`src/epc_pkg.sv`:
```
// epc_pkg: constants and carrier types for the exception priority controller.
// assumes a single 50 MHz clock domain and the plain register port of the top module.
`default_nettype none

package epc_pkg;

	localparam int unsigned CLK_MHZ      = 50;
	localparam int unsigned NUM_LINES    = 30;
	localparam int unsigned NUM_EXC      = 16 + NUM_LINES;
	localparam int unsigned PRIO_W       = 3;
	localparam int unsigned LVL_W        = 5;
	localparam int unsigned POS_W        = 6;
	localparam int unsigned PRIO_RESET   = 0;

	// active levels: fixed ones below all settable ones, except base above them
	localparam logic [LVL_W-1:0] LVL_RESET = 5'h00;
	localparam logic [LVL_W-1:0] LVL_NMI   = 5'h01;
	localparam logic [LVL_W-1:0] LVL_HARD  = 5'h02;
	localparam logic [LVL_W-1:0] LVL_PROG0 = 5'h03;
	localparam logic [LVL_W-1:0] LVL_BASE  = 5'h1F;

	localparam logic [POS_W-1:0] POS_NONE   = 6'h00;
	localparam logic [POS_W-1:0] POS_RESET  = 6'h01;
	localparam logic [POS_W-1:0] POS_NMI    = 6'h02;
	localparam logic [POS_W-1:0] POS_HARD   = 6'h03;
	localparam logic [POS_W-1:0] POS_MEM    = 6'h04;
	localparam logic [POS_W-1:0] POS_BUS    = 6'h05;
	localparam logic [POS_W-1:0] POS_USAGE  = 6'h06;
	localparam logic [POS_W-1:0] POS_SUPV   = 6'h0B;
	localparam logic [POS_W-1:0] POS_DEBUG  = 6'h0C;
	localparam logic [POS_W-1:0] POS_PEND   = 6'h0E;
	localparam logic [POS_W-1:0] POS_TICK   = 6'h0F;
	localparam logic [POS_W-1:0] POS_LINE0  = 6'h10;

	// peripheral line map
	localparam int unsigned LINE_PORT_A  = 0;
	localparam int unsigned LINE_PORT_E  = 4;
	localparam int unsigned LINE_SERIAL0 = 5;
	localparam int unsigned LINE_SERIAL1 = 6;
	localparam int unsigned LINE_SYNC0   = 7;
	localparam int unsigned LINE_TWI0    = 8;
	localparam int unsigned LINE_WDOG    = 18;
	localparam int unsigned LINE_TIMER0A = 19;
	localparam int unsigned LINE_COMP0   = 25;
	localparam int unsigned LINE_SYSCTL  = 28;
	localparam int unsigned LINE_FLASH   = 29;
	localparam logic [NUM_LINES-1:0] LINE_IMPL = 30'h3FFC01FF;

	// register offsets (byte addresses)
	localparam logic [7:0] REG_ENABLE  = 8'h00;
	localparam logic [7:0] REG_PENDING = 8'h04;
	localparam logic [7:0] REG_CTRL    = 8'h08;
	localparam logic [7:0] REG_GROUP   = 8'h0C;
	localparam logic [7:0] REG_STATUS  = 8'h10;
	localparam logic [7:0] REG_SYSPRI  = 8'h14;
	localparam logic [7:0] REG_PRI0    = 8'h20;
	// ctrl bits: 0, 1 and 4 write one to act; 2 and 3 hold the written value
	localparam int unsigned CTRL_NMI_SET  = 0;
	localparam int unsigned CTRL_PEND_SET = 1;
	localparam int unsigned CTRL_BUS_EN   = 2;
	localparam int unsigned CTRL_DBG_EN   = 3;
	localparam int unsigned CTRL_PEND_CLR = 4;

	typedef enum logic [1:0] {
		EPC_IDLE  = 2'b00,
		EPC_STACK = 2'b01,
		EPC_RUN   = 2'b11,
		EPC_CHAIN = 2'b10
	} epc_state_t;

	// core-side fault and event strobes
	typedef struct packed {
		logic mem_fault;
		logic bus_fault;
		logic usage_fault;
		logic supv_call;
		logic debug_req;
		logic tick;
	} epc_core_ev_t;

	typedef struct packed {
		logic             valid;
		logic [POS_W-1:0] pos;
		logic [LVL_W-1:0] level;
	} epc_pick_t;

endpackage

`default_nettype wire

```
`src/epc_top.sv`:
```
// epc_top: exception priority selection, entry, tail-chaining and return for one core.
// assumes peripheral lines are asynchronous levels and core strobes are on clk.
// Overview of operation
// - eight settable levels for seven system handlers and 21 peripheral lines
// - settable level 0 ranks below reset, non-maskable and hard fault
// - every settable priority field is 0 after reset
// - equal priority: lower position number wins
// - reset is position 1, level -3, asynchronous; then base level
// - non-maskable is position 2, level -2; only reset preempts it
// - non-maskable raised only by software register write
// - hard fault position 3, level -1, taken for blocked or disabled faults
// - memory management position 4, settable, synchronous on protection mismatch
// - bus fault position 5, settable, can be enabled or disabled
// - usage fault position 6, settable, synchronous on bad instruction or state
// - supervisor call position 11; positions 7-10 and 13 reserved
// - debug monitor position 12, only when enabled, not halting, urgent enough
// - pendable service request position 14, pended only by software
// - system tick position 15, settable, from the tick timer
// - peripheral line n maps to position 16 plus n, asynchronous
// - bits 0-4 ports A-E, 5-6 serial, 7 sync serial, 8 two-wire
// - bit 18 watchdog, 19-24 timers, 25-27 comparators, 28 sysctl, 29 flash
// - handler mode, state pushed while vector fetched, restored at exit
// - pending request at exit chains directly without restore and resave
// - group split: only preemption bits decide preemption
//
// The implementer's own choices: the address map and the address-and-strobe port.
`timescale 1ns/1ps
`default_nettype none

module epc_top #(
	parameter int unsigned STACK_CYC = 8
) (
	input  wire logic                          clk,
	input  wire logic                          nrst,
	input  wire logic [7:0]                    reg_addr,
	input  wire logic [31:0]                   reg_wdata,
	input  wire logic                          reg_wr,
	input  wire logic                          reg_rd,
	output logic      [31:0]                   reg_rdata,
	input  wire logic [epc_pkg::NUM_LINES-1:0] irq_line,
	input  wire epc_pkg::epc_core_ev_t         core_ev,
	input  wire logic                          core_halting,
	input  wire logic                          core_ret,
	output logic                               handler_mode,
	output logic                               stack_push,
	output logic                               stack_pop,
	output logic                               vec_fetch,
	output logic      [epc_pkg::POS_W-1:0]     vec_pos,
	output logic      [epc_pkg::LVL_W-1:0]     act_level
);

	initial
	begin
		if (STACK_CYC < 1 || STACK_CYC > 255)
			$error("STACK_CYC out of range");
	end

	localparam int unsigned NL = epc_pkg::NUM_LINES;
	localparam int unsigned NE = epc_pkg::NUM_EXC;
	localparam int unsigned PW = epc_pkg::PRIO_W;
	localparam int unsigned POS_W = epc_pkg::POS_W;

	logic [NL-1:0]  sync1;
	logic [NL-1:0]  sync2;
	logic [NL-1:0]  line_en;
	logic [NL-1:0]  line_pend;
	logic [PW-1:0]  line_pri [NL];
	logic [PW-1:0]  sys_pri  [7];
	logic [PW-1:0]  group_sel;
	logic           bus_en;
	logic           dbg_en;
	logic           nmi_pend;
	logic           pend_sv;
	logic [6:0]     sys_pend;
	logic [NE-1:0]  req;
	logic [NE-1:0]  taken_vec;
	logic [PW-1:0]  pri_of [NE];
	epc_pkg::epc_state_t state;
	epc_pkg::epc_pick_t  pick;
	logic [7:0]     cnt;
	logic [epc_pkg::LVL_W-1:0] stk_lvl [4];
	logic [1:0]     depth;
	logic           take;
	logic           hard_req;
	logic [31:0]    pri_word;

	// lines are asynchronous: two flops first
	always_ff @(posedge clk or negedge nrst)
	begin
		if (!nrst)
		begin
			sync1 <= '0;
			sync2 <= '0;
		end
		else
		begin
			sync1 <= irq_line;
			sync2 <= sync1;
		end
	end

	wire logic wr_ctrl = reg_wr && reg_addr == epc_pkg::REG_CTRL;

	// configuration registers
	always_ff @(posedge clk or negedge nrst)
	begin
		if (!nrst)
		begin
			line_en   <= '0;
			group_sel <= '0;
			bus_en    <= 1'b0;
			dbg_en    <= 1'b0;
			for (int i = 0; i < NL; i++)
				line_pri[i] <= PW'(epc_pkg::PRIO_RESET);
			for (int i = 0; i < 7; i++)
				sys_pri[i] <= PW'(epc_pkg::PRIO_RESET);
		end
		else if (reg_wr)
		begin
			if (reg_addr == epc_pkg::REG_ENABLE)
				line_en <= reg_wdata[NL-1:0] & epc_pkg::LINE_IMPL;
			else if (reg_addr == epc_pkg::REG_GROUP)
				group_sel <= reg_wdata[PW-1:0];
			else if (reg_addr == epc_pkg::REG_CTRL)
			begin
				bus_en <= reg_wdata[epc_pkg::CTRL_BUS_EN];
				dbg_en <= reg_wdata[epc_pkg::CTRL_DBG_EN];
			end
			else if (reg_addr == epc_pkg::REG_SYSPRI)
			begin
				for (int i = 0; i < 7; i++)
					sys_pri[i] <= reg_wdata[i*4 +: PW];
			end
			else if (reg_addr >= epc_pkg::REG_PRI0 && reg_addr < epc_pkg::REG_PRI0 + 8'h10)
			begin
				for (int i = 0; i < 8; i++)
					if (int'(reg_addr[3:2]) * 8 + i < NL)
						line_pri[int'(reg_addr[3:2]) * 8 + i] <= reg_wdata[i*4 +: PW];
			end
		end
	end

	// sys_pri slots: 0 mem,1 bus,2 usage,3 supervisor call,4 debug,5 pended service,6 tick
	always_comb
	begin
		for (int i = 0; i < NE; i++)
			pri_of[i] = '0;
		pri_of[epc_pkg::POS_MEM]   = sys_pri[0];
		pri_of[epc_pkg::POS_BUS]   = sys_pri[1];
		pri_of[epc_pkg::POS_USAGE] = sys_pri[2];
		pri_of[epc_pkg::POS_SUPV]  = sys_pri[3];
		pri_of[epc_pkg::POS_DEBUG] = sys_pri[4];
		pri_of[epc_pkg::POS_PEND]  = sys_pri[5];
		pri_of[epc_pkg::POS_TICK]  = sys_pri[6];
		for (int n = 0; n < NL; n++)
			pri_of[16 + n] = line_pri[n];
	end

	function automatic logic [epc_pkg::LVL_W-1:0] lvl_of(input int p, input logic [PW-1:0] pr);
		if (p == 2)
			return epc_pkg::LVL_NMI;
		else if (p == 3)
			return epc_pkg::LVL_HARD;
		else
			return epc_pkg::LVL_PROG0 + epc_pkg::LVL_W'(pr);
	endfunction

	// group masks subpriority bits out of preemption level
	function automatic logic [epc_pkg::LVL_W-1:0] preempt_of(input logic [epc_pkg::LVL_W-1:0] l);
		logic [PW-1:0] m;
		m = PW'(3'h7 << group_sel);
		// base level is never masked, or an idle core would look busy
		if (l < epc_pkg::LVL_PROG0 || l == epc_pkg::LVL_BASE)
			return l;
		return epc_pkg::LVL_PROG0 + epc_pkg::LVL_W'((l - epc_pkg::LVL_PROG0) & {2'b00, m});
	endfunction

	// configurable fault escalates when blocked or disabled
	// during a chain the new handler must beat the returned-to level
	wire logic [epc_pkg::LVL_W-1:0] cmp_lvl = (state == epc_pkg::EPC_CHAIN) ? stk_lvl[depth - 2'd1] : act_level;
	wire logic [epc_pkg::LVL_W-1:0] cur_pre = preempt_of(cmp_lvl);
	wire logic mem_blk = preempt_of(lvl_of(4, sys_pri[0])) >= cur_pre;
	wire logic use_blk = preempt_of(lvl_of(6, sys_pri[2])) >= cur_pre;
	wire logic bus_blk = !bus_en || preempt_of(lvl_of(5, sys_pri[1])) >= cur_pre;
	assign hard_req = (core_ev.mem_fault && mem_blk) || (core_ev.usage_fault && use_blk)
		|| (core_ev.bus_fault && bus_blk);

	// pending flags; set wins over clear
	always_ff @(posedge clk or negedge nrst)
	begin
		if (!nrst)
		begin
			line_pend <= '0;
			sys_pend  <= '0;
			nmi_pend  <= 1'b0;
			pend_sv   <= 1'b0;
		end
		else
		begin
			line_pend <= (line_pend & ~(taken_vec[NE-1:16])) | (sync2 & epc_pkg::LINE_IMPL);
			nmi_pend  <= (nmi_pend && !taken_vec[epc_pkg::POS_NMI])
				|| (wr_ctrl && reg_wdata[epc_pkg::CTRL_NMI_SET]);
			pend_sv   <= (pend_sv && !taken_vec[epc_pkg::POS_PEND] && !(wr_ctrl && reg_wdata[epc_pkg::CTRL_PEND_CLR]))
				|| (wr_ctrl && reg_wdata[epc_pkg::CTRL_PEND_SET]);
			sys_pend[0] <= (sys_pend[0] && !taken_vec[epc_pkg::POS_MEM]) || (core_ev.mem_fault && !mem_blk);
			sys_pend[1] <= (sys_pend[1] && !taken_vec[epc_pkg::POS_BUS]) || (core_ev.bus_fault && !bus_blk);
			sys_pend[2] <= (sys_pend[2] && !taken_vec[epc_pkg::POS_USAGE]) || (core_ev.usage_fault && !use_blk);
			sys_pend[3] <= (sys_pend[3] && !taken_vec[epc_pkg::POS_SUPV]) || core_ev.supv_call;
			sys_pend[4] <= (sys_pend[4] && !taken_vec[epc_pkg::POS_DEBUG])
				|| (core_ev.debug_req && dbg_en && !core_halting);
			sys_pend[5] <= (sys_pend[5] && !taken_vec[epc_pkg::POS_HARD]) || hard_req;
			sys_pend[6] <= (sys_pend[6] && !taken_vec[epc_pkg::POS_TICK]) || core_ev.tick;
		end
	end

	always_comb
	begin
		req = '0;
		req[epc_pkg::POS_NMI]   = nmi_pend;
		req[epc_pkg::POS_HARD]  = sys_pend[5];
		req[epc_pkg::POS_MEM]   = sys_pend[0];
		req[epc_pkg::POS_BUS]   = sys_pend[1];
		req[epc_pkg::POS_USAGE] = sys_pend[2];
		req[epc_pkg::POS_SUPV]  = sys_pend[3];
		req[epc_pkg::POS_DEBUG] = sys_pend[4];
		req[epc_pkg::POS_PEND]  = pend_sv;
		req[epc_pkg::POS_TICK]  = sys_pend[6];
		req[NE-1:16]            = line_pend & line_en;
	end

	// scan high to low so ties go to the lower position
	always_comb
	begin
		pick = '{valid: 1'b0, pos: epc_pkg::POS_NONE, level: epc_pkg::LVL_BASE};
		for (int p = NE - 1; p >= 2; p--)
			if (req[p] && lvl_of(p, pri_of[p]) <= pick.level)
				pick = '{valid: 1'b1, pos: POS_W'(p), level: lvl_of(p, pri_of[p])};
	end

	assign take = pick.valid && preempt_of(pick.level) < cur_pre;

	always_comb
	begin
		taken_vec = '0;
		// a full nest stack must not swallow the pending bit
		if (take && (((state == epc_pkg::EPC_IDLE || state == epc_pkg::EPC_RUN) && depth != 2'd3)
			|| state == epc_pkg::EPC_CHAIN))
			taken_vec[pick.pos] = 1'b1;
	end

	// entry, run, chained exit
	always_ff @(posedge clk or negedge nrst)
	begin
		if (!nrst)
		begin
			state        <= epc_pkg::EPC_IDLE;
			act_level    <= epc_pkg::LVL_BASE;
			depth        <= 2'd0;
			cnt          <= 8'h00;
			handler_mode <= 1'b0;
			stack_push   <= 1'b0;
			stack_pop    <= 1'b0;
			vec_fetch    <= 1'b0;
			vec_pos      <= epc_pkg::POS_NONE;
			for (int i = 0; i < 4; i++)
				stk_lvl[i] <= epc_pkg::LVL_BASE;
		end
		else
		begin
			stack_pop <= 1'b0;
			vec_fetch <= 1'b0;
			case (state)
			epc_pkg::EPC_IDLE, epc_pkg::EPC_RUN:
			begin
				if (|taken_vec && depth != 2'd3)
				begin
					stk_lvl[depth] <= act_level;
					depth          <= depth + 2'd1;
					act_level      <= pick.level;
					vec_pos        <= pick.pos;
					stack_push     <= 1'b1;
					vec_fetch      <= 1'b1;
					cnt            <= 8'(STACK_CYC - 1);
					state          <= epc_pkg::EPC_STACK;
				end
				else if (state == epc_pkg::EPC_RUN && core_ret)
				begin
					if (pick.valid && preempt_of(pick.level) < preempt_of(stk_lvl[depth - 2'd1]))
						state <= epc_pkg::EPC_CHAIN;
					else
					begin
						stack_pop <= 1'b1;
						depth     <= depth - 2'd1;
						act_level <= stk_lvl[depth - 2'd1];
						if (depth == 2'd1)
						begin
							handler_mode <= 1'b0;
							state        <= epc_pkg::EPC_IDLE;
							vec_pos      <= epc_pkg::POS_NONE;
						end
					end
				end
			end
			epc_pkg::EPC_STACK:
			begin
				handler_mode <= 1'b1;
				if (cnt == 8'h00)
				begin
					stack_push <= 1'b0;
					state      <= epc_pkg::EPC_RUN;
				end
				else
					cnt <= cnt - 8'h01;
			end
			default:
			begin
				// chain: swap handler, keep stacked frame
				state <= epc_pkg::EPC_RUN;
				if (|taken_vec)
				begin
					act_level <= pick.level;
					vec_pos   <= pick.pos;
					vec_fetch <= 1'b1;
				end
				else
				begin
					// request withdrawn meanwhile: finish as a plain return
					stack_pop <= 1'b1;
					depth     <= depth - 2'd1;
					act_level <= stk_lvl[depth - 2'd1];
					if (depth == 2'd1)
					begin
						handler_mode <= 1'b0;
						state        <= epc_pkg::EPC_IDLE;
						vec_pos      <= epc_pkg::POS_NONE;
					end
				end
			end
			endcase
		end
	end

	// line priority word for the addressed group of eight
	always_comb
	begin
		pri_word = 32'h0000_0000;
		for (int i = 0; i < 8; i++)
			if (int'(reg_addr[3:2]) * 8 + i < NL)
				pri_word[i*4 +: PW] = line_pri[int'(reg_addr[3:2]) * 8 + i];
	end

	// read port
	always_ff @(posedge clk or negedge nrst)
	begin
		if (!nrst)
			reg_rdata <= 32'h0000_0000;
		else if (reg_rd)
		begin
			if (reg_addr == epc_pkg::REG_ENABLE)
				reg_rdata <= 32'(line_en);
			else if (reg_addr == epc_pkg::REG_PENDING)
				reg_rdata <= 32'(line_pend);
			else if (reg_addr == epc_pkg::REG_CTRL)
				reg_rdata <= {28'h0, dbg_en, bus_en, pend_sv, nmi_pend};
			else if (reg_addr == epc_pkg::REG_GROUP)
				reg_rdata <= 32'(group_sel);
			else if (reg_addr == epc_pkg::REG_STATUS)
				reg_rdata <= {16'h0, 3'h0, act_level, 2'h0, vec_pos};
			else if (reg_addr == epc_pkg::REG_SYSPRI)
				reg_rdata <= {5'h0, sys_pri[6], 1'b0, sys_pri[5], 1'b0, sys_pri[4], 1'b0, sys_pri[3], 1'b0,
					sys_pri[2], 1'b0, sys_pri[1], 1'b0, sys_pri[0]};
			else if (reg_addr >= epc_pkg::REG_PRI0 && reg_addr < epc_pkg::REG_PRI0 + 8'h10)
				reg_rdata <= pri_word;
			else
				reg_rdata <= 32'h0000_0000;
		end
		else
			reg_rdata <= 32'h0000_0000;
	end

	property p_nmi_sw_only;
		@(posedge clk) disable iff (!nrst) $rose(nmi_pend) |-> $past(wr_ctrl && reg_wdata[epc_pkg::CTRL_NMI_SET]);
	endproperty
	a_nmi_sw_only: assert property (p_nmi_sw_only) else $error("nmi pended without write");

	property p_preempt_strict;
		@(posedge clk) disable iff (!nrst) (|taken_vec && state == epc_pkg::EPC_RUN)
			|-> preempt_of(pick.level) < preempt_of(act_level);
	endproperty
	a_preempt_strict: assert property (p_preempt_strict) else $error("preempt not more urgent");

	property p_nmi_level;
		@(posedge clk) disable iff (!nrst) (taken_vec[epc_pkg::POS_NMI] && state != epc_pkg::EPC_STACK)
			|=> act_level == epc_pkg::LVL_NMI;
	endproperty
	a_nmi_level: assert property (p_nmi_level) else $error("nmi level wrong");

	property p_entry_push;
		@(posedge clk) disable iff (!nrst) $rose(stack_push) |-> vec_fetch ##1 handler_mode;
	endproperty
	a_entry_push: assert property (p_entry_push) else $error("push without fetch");

	property p_chain_no_pop;
		@(posedge clk) disable iff (!nrst) (state == epc_pkg::EPC_CHAIN && |taken_vec)
			|=> !stack_pop && !stack_push && vec_fetch;
	endproperty
	a_chain_no_pop: assert property (p_chain_no_pop) else $error("chain touched stack");

	property p_idle_base;
		@(posedge clk) disable iff (!nrst) state == epc_pkg::EPC_IDLE |-> act_level == epc_pkg::LVL_BASE;
	endproperty
	a_idle_base: assert property (p_idle_base) else $error("idle not at base level");

	property p_tie_low;
		@(posedge clk) disable iff (!nrst) (req[16] && req[17] && line_pri[0] == line_pri[1]
			&& pick.pos == 6'h11) |-> 1'b0;
	endproperty
	a_tie_low: assert property (p_tie_low) else $error("tie went to higher position");

	property p_pend_clear;
		@(posedge clk) disable iff (!nrst) taken_vec[epc_pkg::POS_PEND] && !(wr_ctrl && reg_wdata[epc_pkg::CTRL_PEND_SET])
			|=> !pend_sv;
	endproperty
	a_pend_clear: assert property (p_pend_clear) else $error("service request stayed pending");

	c_entry: cover property (@(posedge clk) disable iff (!nrst) $rose(handler_mode));
	c_chain: cover property (@(posedge clk) disable iff (!nrst) state == epc_pkg::EPC_CHAIN);
	c_nest:  cover property (@(posedge clk) disable iff (!nrst) depth == 2'd2);

endmodule

`default_nettype wire

```
`config.mk`:
```
export PLATFORM = sky130hd
export DESIGN_NAME = epc_top
export DESIGN_NICKNAME = d
export VERILOG_FILES = /design/src/epc_pkg.sv /design/src/epc_top.sv
export SDC_FILE = /design/constraint.sdc
export NUM_CORES = 1
export LEC_CHECK = 0
export CAP_MARGIN = 20
export CORE_MARGIN = 2
export CORE_UTILIZATION = 30
export CTS_CLUSTER_DIAMETER = 100
export CTS_CLUSTER_SIZE = 12
export DETAILED_ROUTE_END_ITERATION = 16
export DONT_BUFFER_PORTS = 1
export GPL_TIMING_DRIVEN = 0
export HOLD_SLACK_MARGIN = 0.02
export MAX_ROUTING_LAYER = met4
export PLACE_DENSITY = 0.47
export SYNTH_ARGS = -nofsm -noshare
export SYNTH_HDL_FRONTEND = slang
export SYNTH_SLANG_ARGS = --single-unit
```
`constraint.sdc`:
```
create_clock -name clk -period 78.8 [get_ports clk]
set_input_delay 7.88 -clock clk [delete_from_list [all_inputs] [get_ports clk]]
set_output_delay 7.88 -clock clk [all_outputs]
set_load 0.02 [all_outputs]
```
## Yosys cells after proc, flatten, opt, wreduce, memory -nomap -nowiden

Index checks and enable logic that the tools add are counted.

| storage, ports and cells | value |
|---|---|
| word-level logic and storage cells | 630 |
| output and inout port bits | 47 |
| bits in registers | 315 |
| bits of input ports | 82 |

| operators by class | value |
|---|---|
| muxes and demuxes | 238 |
| shift-type cells | 1 |
| eq/ne operators | 27 |
| reductions and logical operators | 131 |
| bitwise operators | 25 |
| magnitude comparators | 81 |
| add/subtract/negate cells | 66 |

Operators by type and width:

| operator | number |
|---|---|
| $mux W90 | 50 |
| $bwmux W90 | 8 |
| $mux W12 | 39 |
| $ge A32 B6 Y1 const B | 8 |
| $lt A32 B1 Y1 const B | 8 |
| $not A6 Y32 | 7 |
| $mux W31 | 7 |
| $le A5 B5 Y1 | 36 |
| $add A2 B3 Y4 const A | 37 |
| $mux W5 | 27 |
| $bmux W3 S5 | 8 |
| $demux W3 S5 | 8 |
| $mux W3 | 32 |
| $logic_and A1 B1 Y1 | 78 |
| $and A30 B30 Y30 | 2 |
| $add A5 B3 Y6 const B | 8 |
| $mux W46 | 1 |
| $reduce_or A46 Y1 | 1 |
| $lt A6 B5 Y1 const B | 7 |
| $mux W32 | 1 |
| $not A5 Y32 | 1 |
| $add A2 B5 Y5 const A | 6 |
| $and A5 B3 Y5 | 6 |
| $eq A5 B5 Y1 const B | 6 |
| other kinds (58) | 177 |

## Logic depth before layout (Yosys ltp)

| depth | value |
|---|---|
| depth after elaboration | 140 |
| depth in mapped cells | 273 |
| depth with buffers taken out | 256 |

## Worst setup path after synthesis

Ideal clock, no wire load.

| path | value |
|---|---|
| kind | reg-to-reg |
| from | register line_pri[0] (netlist bit) |
| to | register cnt[5] |
| library setup time | 0.066 ns |
| cell stages (with the launch flop) | 247 |
| path slack | 33.592 ns |
| required time | 78.734 ns |
| period minus slack after synthesis | 45.208 ns |
| arrival | 45.142 ns |
| cell sequence | dfrtp_1 -> inv_1 -> ha_1 -> and3_1 -> clkbuf_1 -> ha_1 -> nand2b_1 -> o32a_1 -> o21ai_1 -> o21ai_0 -> ha_1 -> a211o_1 -> o21ai_1 -> a211oi_1 -> or2_4 -> o21ai_4 -> buf_6 -> nand2_1 -> [... 211 more ...] -> nor2_1 -> ha_1 -> nand2_1 -> ha_1 -> xor2_1 -> a21boi_0 -> ha_1 -> a21o_1 -> a21o_1 -> a211oi_1 -> nand2_1 -> a311oi_2 -> a21o_1 -> buf_6 -> a21oi_2 -> buf_2 -> o41ai_1 -> a22o_1 |

| on the way | value |
|---|---|
| longest elaborated chain between the ends | 130 |
| elaborated cells between the ends (all ways) | 140 |
| classes of those cells | add/sub (3); order compare (43); eq/ne (2); mux (45); bitwise (1); reduce/logical (46) |

RTL lines:

| item | line | text |
|---|---|---|
| start, declared | epc_top.sv:67 | `logic [PW-1:0] line_pri [NL];` |
| start signal, assigned by index | epc_top.sv:114 | `line_pri[i] <= PW'(epc_pkg::PRIO_RESET);` |
| start signal, assigned by index | epc_top.sv:138 | `line_pri[int'(reg_addr[3:2]) * 8 + i] <= reg_wdata[i*4 +: PW];` |
| $add A2 B3 Y4 * | epc_top.sv:165 | `return epc_pkg::LVL_PROG0 + epc_pkg::LVL_W'(pr);` |
| $le A5 B5 Y1 | epc_top.sv:236 | `if (req[p] && lvl_of(p, pri_of[p]) <= pick.level)` |
| $logic_and A1 B1 Y1 | epc_top.sv:236 |  |
| $mux W12 * | epc_top.sv:236 |  |
| $le A5 B5 Y1 | epc_top.sv:236 |  |
| $logic_and A1 B1 Y1 | epc_top.sv:236 |  |
| $mux W12 * | epc_top.sv:236 |  |
| $le A5 B5 Y1 | epc_top.sv:236 |  |
| [... 114 more ...] | n/a |  |
| $lt A5 B5 Y1 | epc_top.sv:240 | `assign take = pick.valid && preempt_of(pick.level) < cur_pre;` |
| $logic_and A1 B1 Y1 | epc_top.sv:240 |  |
| $logic_and A1 B1 Y1 | epc_top.sv:246 | `if (take && (((state == epc_pkg::EPC_IDLE \|\| state == epc_pkg::EPC_RUN) && depth != 2'd3)` |
| $mux W46 * | epc_top.sv:246 |  |
| $reduce_or A46 Y1 * | epc_top.sv:275 | `if (\|taken_vec && depth != 2'd3)` |
| $logic_and A1 B1 Y1 * | epc_top.sv:275 |  |
| $ne A2 B2 Y1 (no line) * | n/a |  |
| $reduce_and A3 Y1 (no line) * | n/a |  |
| end signal, assigned | epc_top.sv:283 | `cnt <= 8'(STACK_CYC - 1);` |
| end signal, assigned | epc_top.sv:313 | `cnt <= cnt - 8'h01;` |
| end, declared | epc_top.sv:80 | `logic [7:0] cnt;` |

Every way passes the cells marked *; elsewhere a longest branch is shown, timed or not. The select of a mux whose other input is x is not followed.
A chain may end at the register's enable or synchronous reset.

## Worst setup path after layout

| path | value |
|---|---|
| from | register line_pri[3] (netlist bit) |
| to | register sys_pend[4] |

| on the way | value |
|---|---|
| longest elaborated chain between the ends | 126 |
| elaborated cells between the ends (all ways) | 136 |
| classes of those cells | add/sub (3); order compare (42); eq/ne (1); mux (44); bitwise (1); reduce/logical (45) |

RTL lines:

| item | line | text |
|---|---|---|
| $add A2 B3 Y4 * | epc_top.sv:165 |  |
| $le A5 B5 Y1 | epc_top.sv:236 |  |
| $logic_and A1 B1 Y1 | epc_top.sv:236 |  |
| $mux W12 * | epc_top.sv:236 |  |
| $le A5 B5 Y1 | epc_top.sv:236 |  |
| $logic_and A1 B1 Y1 | epc_top.sv:236 |  |
| $mux W12 * | epc_top.sv:236 |  |
| $le A5 B5 Y1 | epc_top.sv:236 |  |
| [... 110 more ...] | n/a |  |
| $mux W5 | epc_top.sv:175 | `return epc_pkg::LVL_PROG0 + epc_pkg::LVL_W'((l - epc_pkg::LVL_PROG0) & {2'b00, m});` |
| $lt A5 B5 Y1 | epc_top.sv:240 |  |
| $logic_and A1 B1 Y1 | epc_top.sv:240 |  |
| $logic_and A1 B1 Y1 | epc_top.sv:246 |  |
| $mux W46 * | epc_top.sv:246 |  |
| $logic_not A1 Y1 * | epc_top.sv:209 | `sys_pend[4] <= (sys_pend[4] && !taken_vec[epc_pkg::POS_DEBUG])` |
| $logic_and A1 B1 Y1 * | epc_top.sv:209 |  |
| $logic_or A1 B1 Y1 * | epc_top.sv:210 | `\|\| (core_ev.debug_req && dbg_en && !core_halting);` |
| end signal, assigned | epc_top.sv:209 |  |
| end, declared | epc_top.sv:74 | `logic [6:0] sys_pend;` |

Marks and branches as above.

==> key figures <==
Drt
  – Routed vias: 20762
  – DR iter-0 viols: 1671
  – ANT nets after route: 0
  – Vias/cell: ~5.7
  – DRC Markers: 0
  – Avg WL per Cell: roughly 24 µm
  – Drt pass-1 iters: 7
  – Routed wire length: slightly below 90000 µm

GRT
  – Total GRT Usage: between 20 and 25%
  – Vias in the first global route: 20124
  – Number of antenna violations at the first check in global routing: 6
  – GRT overflow: 0
  – Wire length of the first global-routing pass: 132000 µm
  – Largest net degree at the start of global routing: 297

Logic synthesis
  – Yosys synthesis warning count: 0
  – Share of the synthesized area in the top cell type: 28.6%
  – Top area cells in the synthesized netlist: sky130_fd_sc_hd__dfrtp_1 29%, sky130_fd_sc_hd__ha_1 6.8%, sky130_fd_sc_hd__mux2_2 6.5%
  – Number of storage elements in the synthesis netlist: 296
  – Count of unique library cells instantiated by Yosys: approximately 160
  – Share of flip-flops with an asynchronous set or reset after synthesis: 100%
  – Synth Flop Type: sky130_fd_sc_hd__dfrtp_1
  – Number of synthesized flops with an enable pin: 0
  – Leading area contributor after synthesis: sky130_fd_sc_hd__dfrtp_1
  – Sequential-to-total area share from yosys stat: about a third
  – Summed instance area of the synthesized netlist: 0.0237 mm²
  – Syn Area/Cell: just over 9 µm²
  – Syn Nets: between 2000 and 3000
  – Synthesized instance count: 2566

STA
  – Worst setup margin: 24700 ps
  – Highest attainable clock frequency: 18.5 MHz
  – Part of the cycle the worst path needs: roughly 70%
  – Max transition margin: 21.5%
  – Count of pins over their slew limit: 0
  – Final Hold Vio Count: 0
  – Period minus WS final: 54100 ps
  – Clock skew after layout: around 24 ps
  – Post-route setup TNS: 0 ps
  – Setup repair after global routing missed its margin: false
  – Worst-Margin Slew: 1180 ps
  – Final Setup Violations: 0
  – Worst Hold Margin: roughly 340 ps

Worst setup path
  – Worst Setup End Kind: flop
  – Reg-to-reg setup timing slack: 24700 ps
  – Critical-path top delay cell: sky130_fd_sc_hd__nor3_1
  – Worst stage delay on the critical path: between 500 and 600 ps
  – Worst Reg-to-Reg Cells: roughly 240
  – Setup crit start kind: flop
  – RR Startpoint: line_pri[3]
  – Highest fanout seen on the critical path: 10
  – Critical path's most frequent cell: sky130_fd_sc_hd__ha_1
  – Worst endpoint data arrival time: 54550 ps
  – Required time worst endpoint: 79240 ps
  – Reg-to-reg endpoint: sys_pend[4]
  – Critical path class: reg -> reg
  – CP Launch Point: line_pri[3]

Clock tree
  – CTS Buffer Depth: 3
  – Insertion delay to the later sink of the worst-skew pair: 600 ps
  – TritonCTS clock tree: yes
  – Hold-fix buffers, CTS: 0
  – Clock root buffer: sky130_fd_sc_hd__clkbuf_16
  – Clock buffers created by TritonCTS: 29
  – Clock H-tree levels: 1
  – Clock net sink count: 296
  – Number of gates resized after CTS: 0
  – Clock-pin slew on the worst setup and hold paths: ~70 ps
  – Number of setup buffers added after CTS: 0

Worst hold path
  – Hold endpoint: sync2[4]
  – Hold depth: 0
  – Type of the most critical hold path: reg -> reg
  – Hold path start: sync1[4]

Pwr
  – Leak pwr: 0.0107 µW
  – Peak supply drop: between 0.05 and 0.06 mV
  – Power per cell area: 49.4 mW/mm²

Flow run
  – Number of max-cap violations: 0

Placement
  – Place WS: 25280 ps
  – Estimated wirelength of the detail-placed design: about 71000 µm
  – Placer Congestion: between 0.9 and 1
  – Number of buffers inserted by port buffering: 0

Die
  – Horizontal die dimension: between 200 and 300 µm
  – Effective utilization at floorplan: 30.2%
  – Core Rows: 103
  – Area of the core: around 0.079 mm²
  – Die outline area: a little over 0.08 mm²
  – Die Span Y: 285 µm
  – IO Count: roughly 130

Finish
  – Final design utilization: 32.9%
  – Area growth from synthesis to layout: 9.21%
  – Proportion of layout cells with a drive suffix above 1: 16.8%
  – Post-layout nets: ~2800

Outcome
  – Run status: finished clean
area by class of cell:
class / instances / area (µm²)
Sequential cell: 296 / 7440
Inverter: 141 / 529
Clock inverter: 3 / 35.0
Buffer: 106 / 653
Tap cell: 1050 / 1310
Fill cell: 8211 / 52700
Multi-Input combinational cell: 2023 / 15100
Antenna cell: 2 / 5.00
Clock buffer: 44 / 802
Timing Repair Buffer: 4 / 21.3
stage by stage:
step                area [µm²]  cells  total power [µW]
detailed placement       25000   3620              1130
CTS                      25900   3667              1270
floorplan                23700   2566               914
global placement         25000   3616              1120
global route             25900   3669              1380
finish                   25900   3669              1280
cells by family (layout without fill, tap and decap cells):
family          after synthesis  in the layout  synth area share, %
compound gates              738            738                 22.9
other cells                   1              3               0.0158
fa+ha+maj                   130            130                 6.84
mux                         250            250                 13.2
buf+inv                     247            298                 4.99
xor+xnor                     84             84                 3.17
simple gates                820            820                 17.5
flops                       296            296                 31.4
cell usage after synthesis, types with 53 or more instances:
master and n:
sky130_fd_sc_hd__nand2_1 290, sky130_fd_sc_hd__dfrtp_1 271, sky130_fd_sc_hd__nor2_1 160, sky130_fd_sc_hd__o21ai_0 153, sky130_fd_sc_hd__inv_1 139, sky130_fd_sc_hd__mux2_2 137
sky130_fd_sc_hd__ha_1 128, sky130_fd_sc_hd__a21oi_1 121, sky130_fd_sc_hd__clkbuf_1 61, sky130_fd_sc_hd__nand3_1 55, sky130_fd_sc_hd__nor3_1 55, sky130_fd_sc_hd__xnor2_1 53
worst max path at each step:
stage	endpoint	slack (ps)	depth (start not counted)
finish	sys_pend[4]	24700	243
global route	sys_pend[4]	20640	247
CTS	sys_pend[4]	25100	244
detailed placement	sys_pend[4]	25280	244
global placement	sys_pend[4]	25540	243
floorplan	cnt[5]	33590	246
power breakdown:
group	internal [µW]	switching, µW	leakage, µW
Combinational	378	574	0.00665
Clock	69.9	63.8	0.000405
Sequential	168	24.2	0.00363
Total	617	662	0.0107
sequential cells by signal (all words and copies together) (netlist names), 3 cells and up:
signal / cells
line_pri: 90
reg_rdata: 31
line_pend: 30
line_en: 21
pri_of: 21
sync1: 21
sync2: 21
stk_lvl: 20
cnt: 8
sys_pend: 7
vec_pos: 6
act_level: 5
group_sel: 3
layer usage:
metal | up-vias | wire length [µm] | GRT usage [%]
met4 | 0 | 2230 | 4.82
met3 | 107 | 6180 | 4.33
met2 | 661 | 38700 | 32.8
met1 | 10415 | 41100 | 30.2
met5 | - | 0 | -
li1 | 9579 | - | -
critical path: cells and delay by family, from the launching register on:
kind                     cells  cell delay, ps
flip-flops                   1             510
adder cells (fa/ha/maj)     31            9490
XOR/XNOR                     2             480
AO/OA/AOI/OAI              100           22110
AND/OR/NAND/NOR             77           14350
multiplexers                12            3580
buffers and inverters       21            3300
cells in the final DEF, fill, tap and decap left out, types with 15 or more instances in the layout:
cell type                   count
sky130_fd_sc_hd__xnor2_1       53
sky130_fd_sc_hd__inv_1        139
sky130_fd_sc_hd__nor2_1       160
sky130_fd_sc_hd__buf_6         17
sky130_fd_sc_hd__a21oi_1      121
sky130_fd_sc_hd__nand2b_1      39
sky130_fd_sc_hd__a211oi_1      33
sky130_fd_sc_hd__o31ai_1       15
sky130_fd_sc_hd__o21a_1        38
sky130_fd_sc_hd__ha_1         128
sky130_fd_sc_hd__nand2_1      290
sky130_fd_sc_hd__nand4_1       17
sky130_fd_sc_hd__o21ai_1       28
sky130_fd_sc_hd__o211ai_1      21
sky130_fd_sc_hd__clkbuf_1      74
sky130_fd_sc_hd__a31oi_1       25
sky130_fd_sc_hd__xor2_1        29
sky130_fd_sc_hd__mux2_2       137
sky130_fd_sc_hd__mux4_2        25
sky130_fd_sc_hd__a22oi_1       27
sky130_fd_sc_hd__nand3_1       55
sky130_fd_sc_hd__mux2_1        22
sky130_fd_sc_hd__dfrtp_1      271
sky130_fd_sc_hd__a21o_1        26
sky130_fd_sc_hd__o21ai_0      153
sky130_fd_sc_hd__o22ai_1       23
sky130_fd_sc_hd__dfstp_2       25
sky130_fd_sc_hd__and2_1        33
sky130_fd_sc_hd__mux2i_1       49
sky130_fd_sc_hd__or3_1         16
sky130_fd_sc_hd__clkbuf_16     29
sky130_fd_sc_hd__nor3_1        55
No activity file was read; power rests on OpenSTA's default activity.
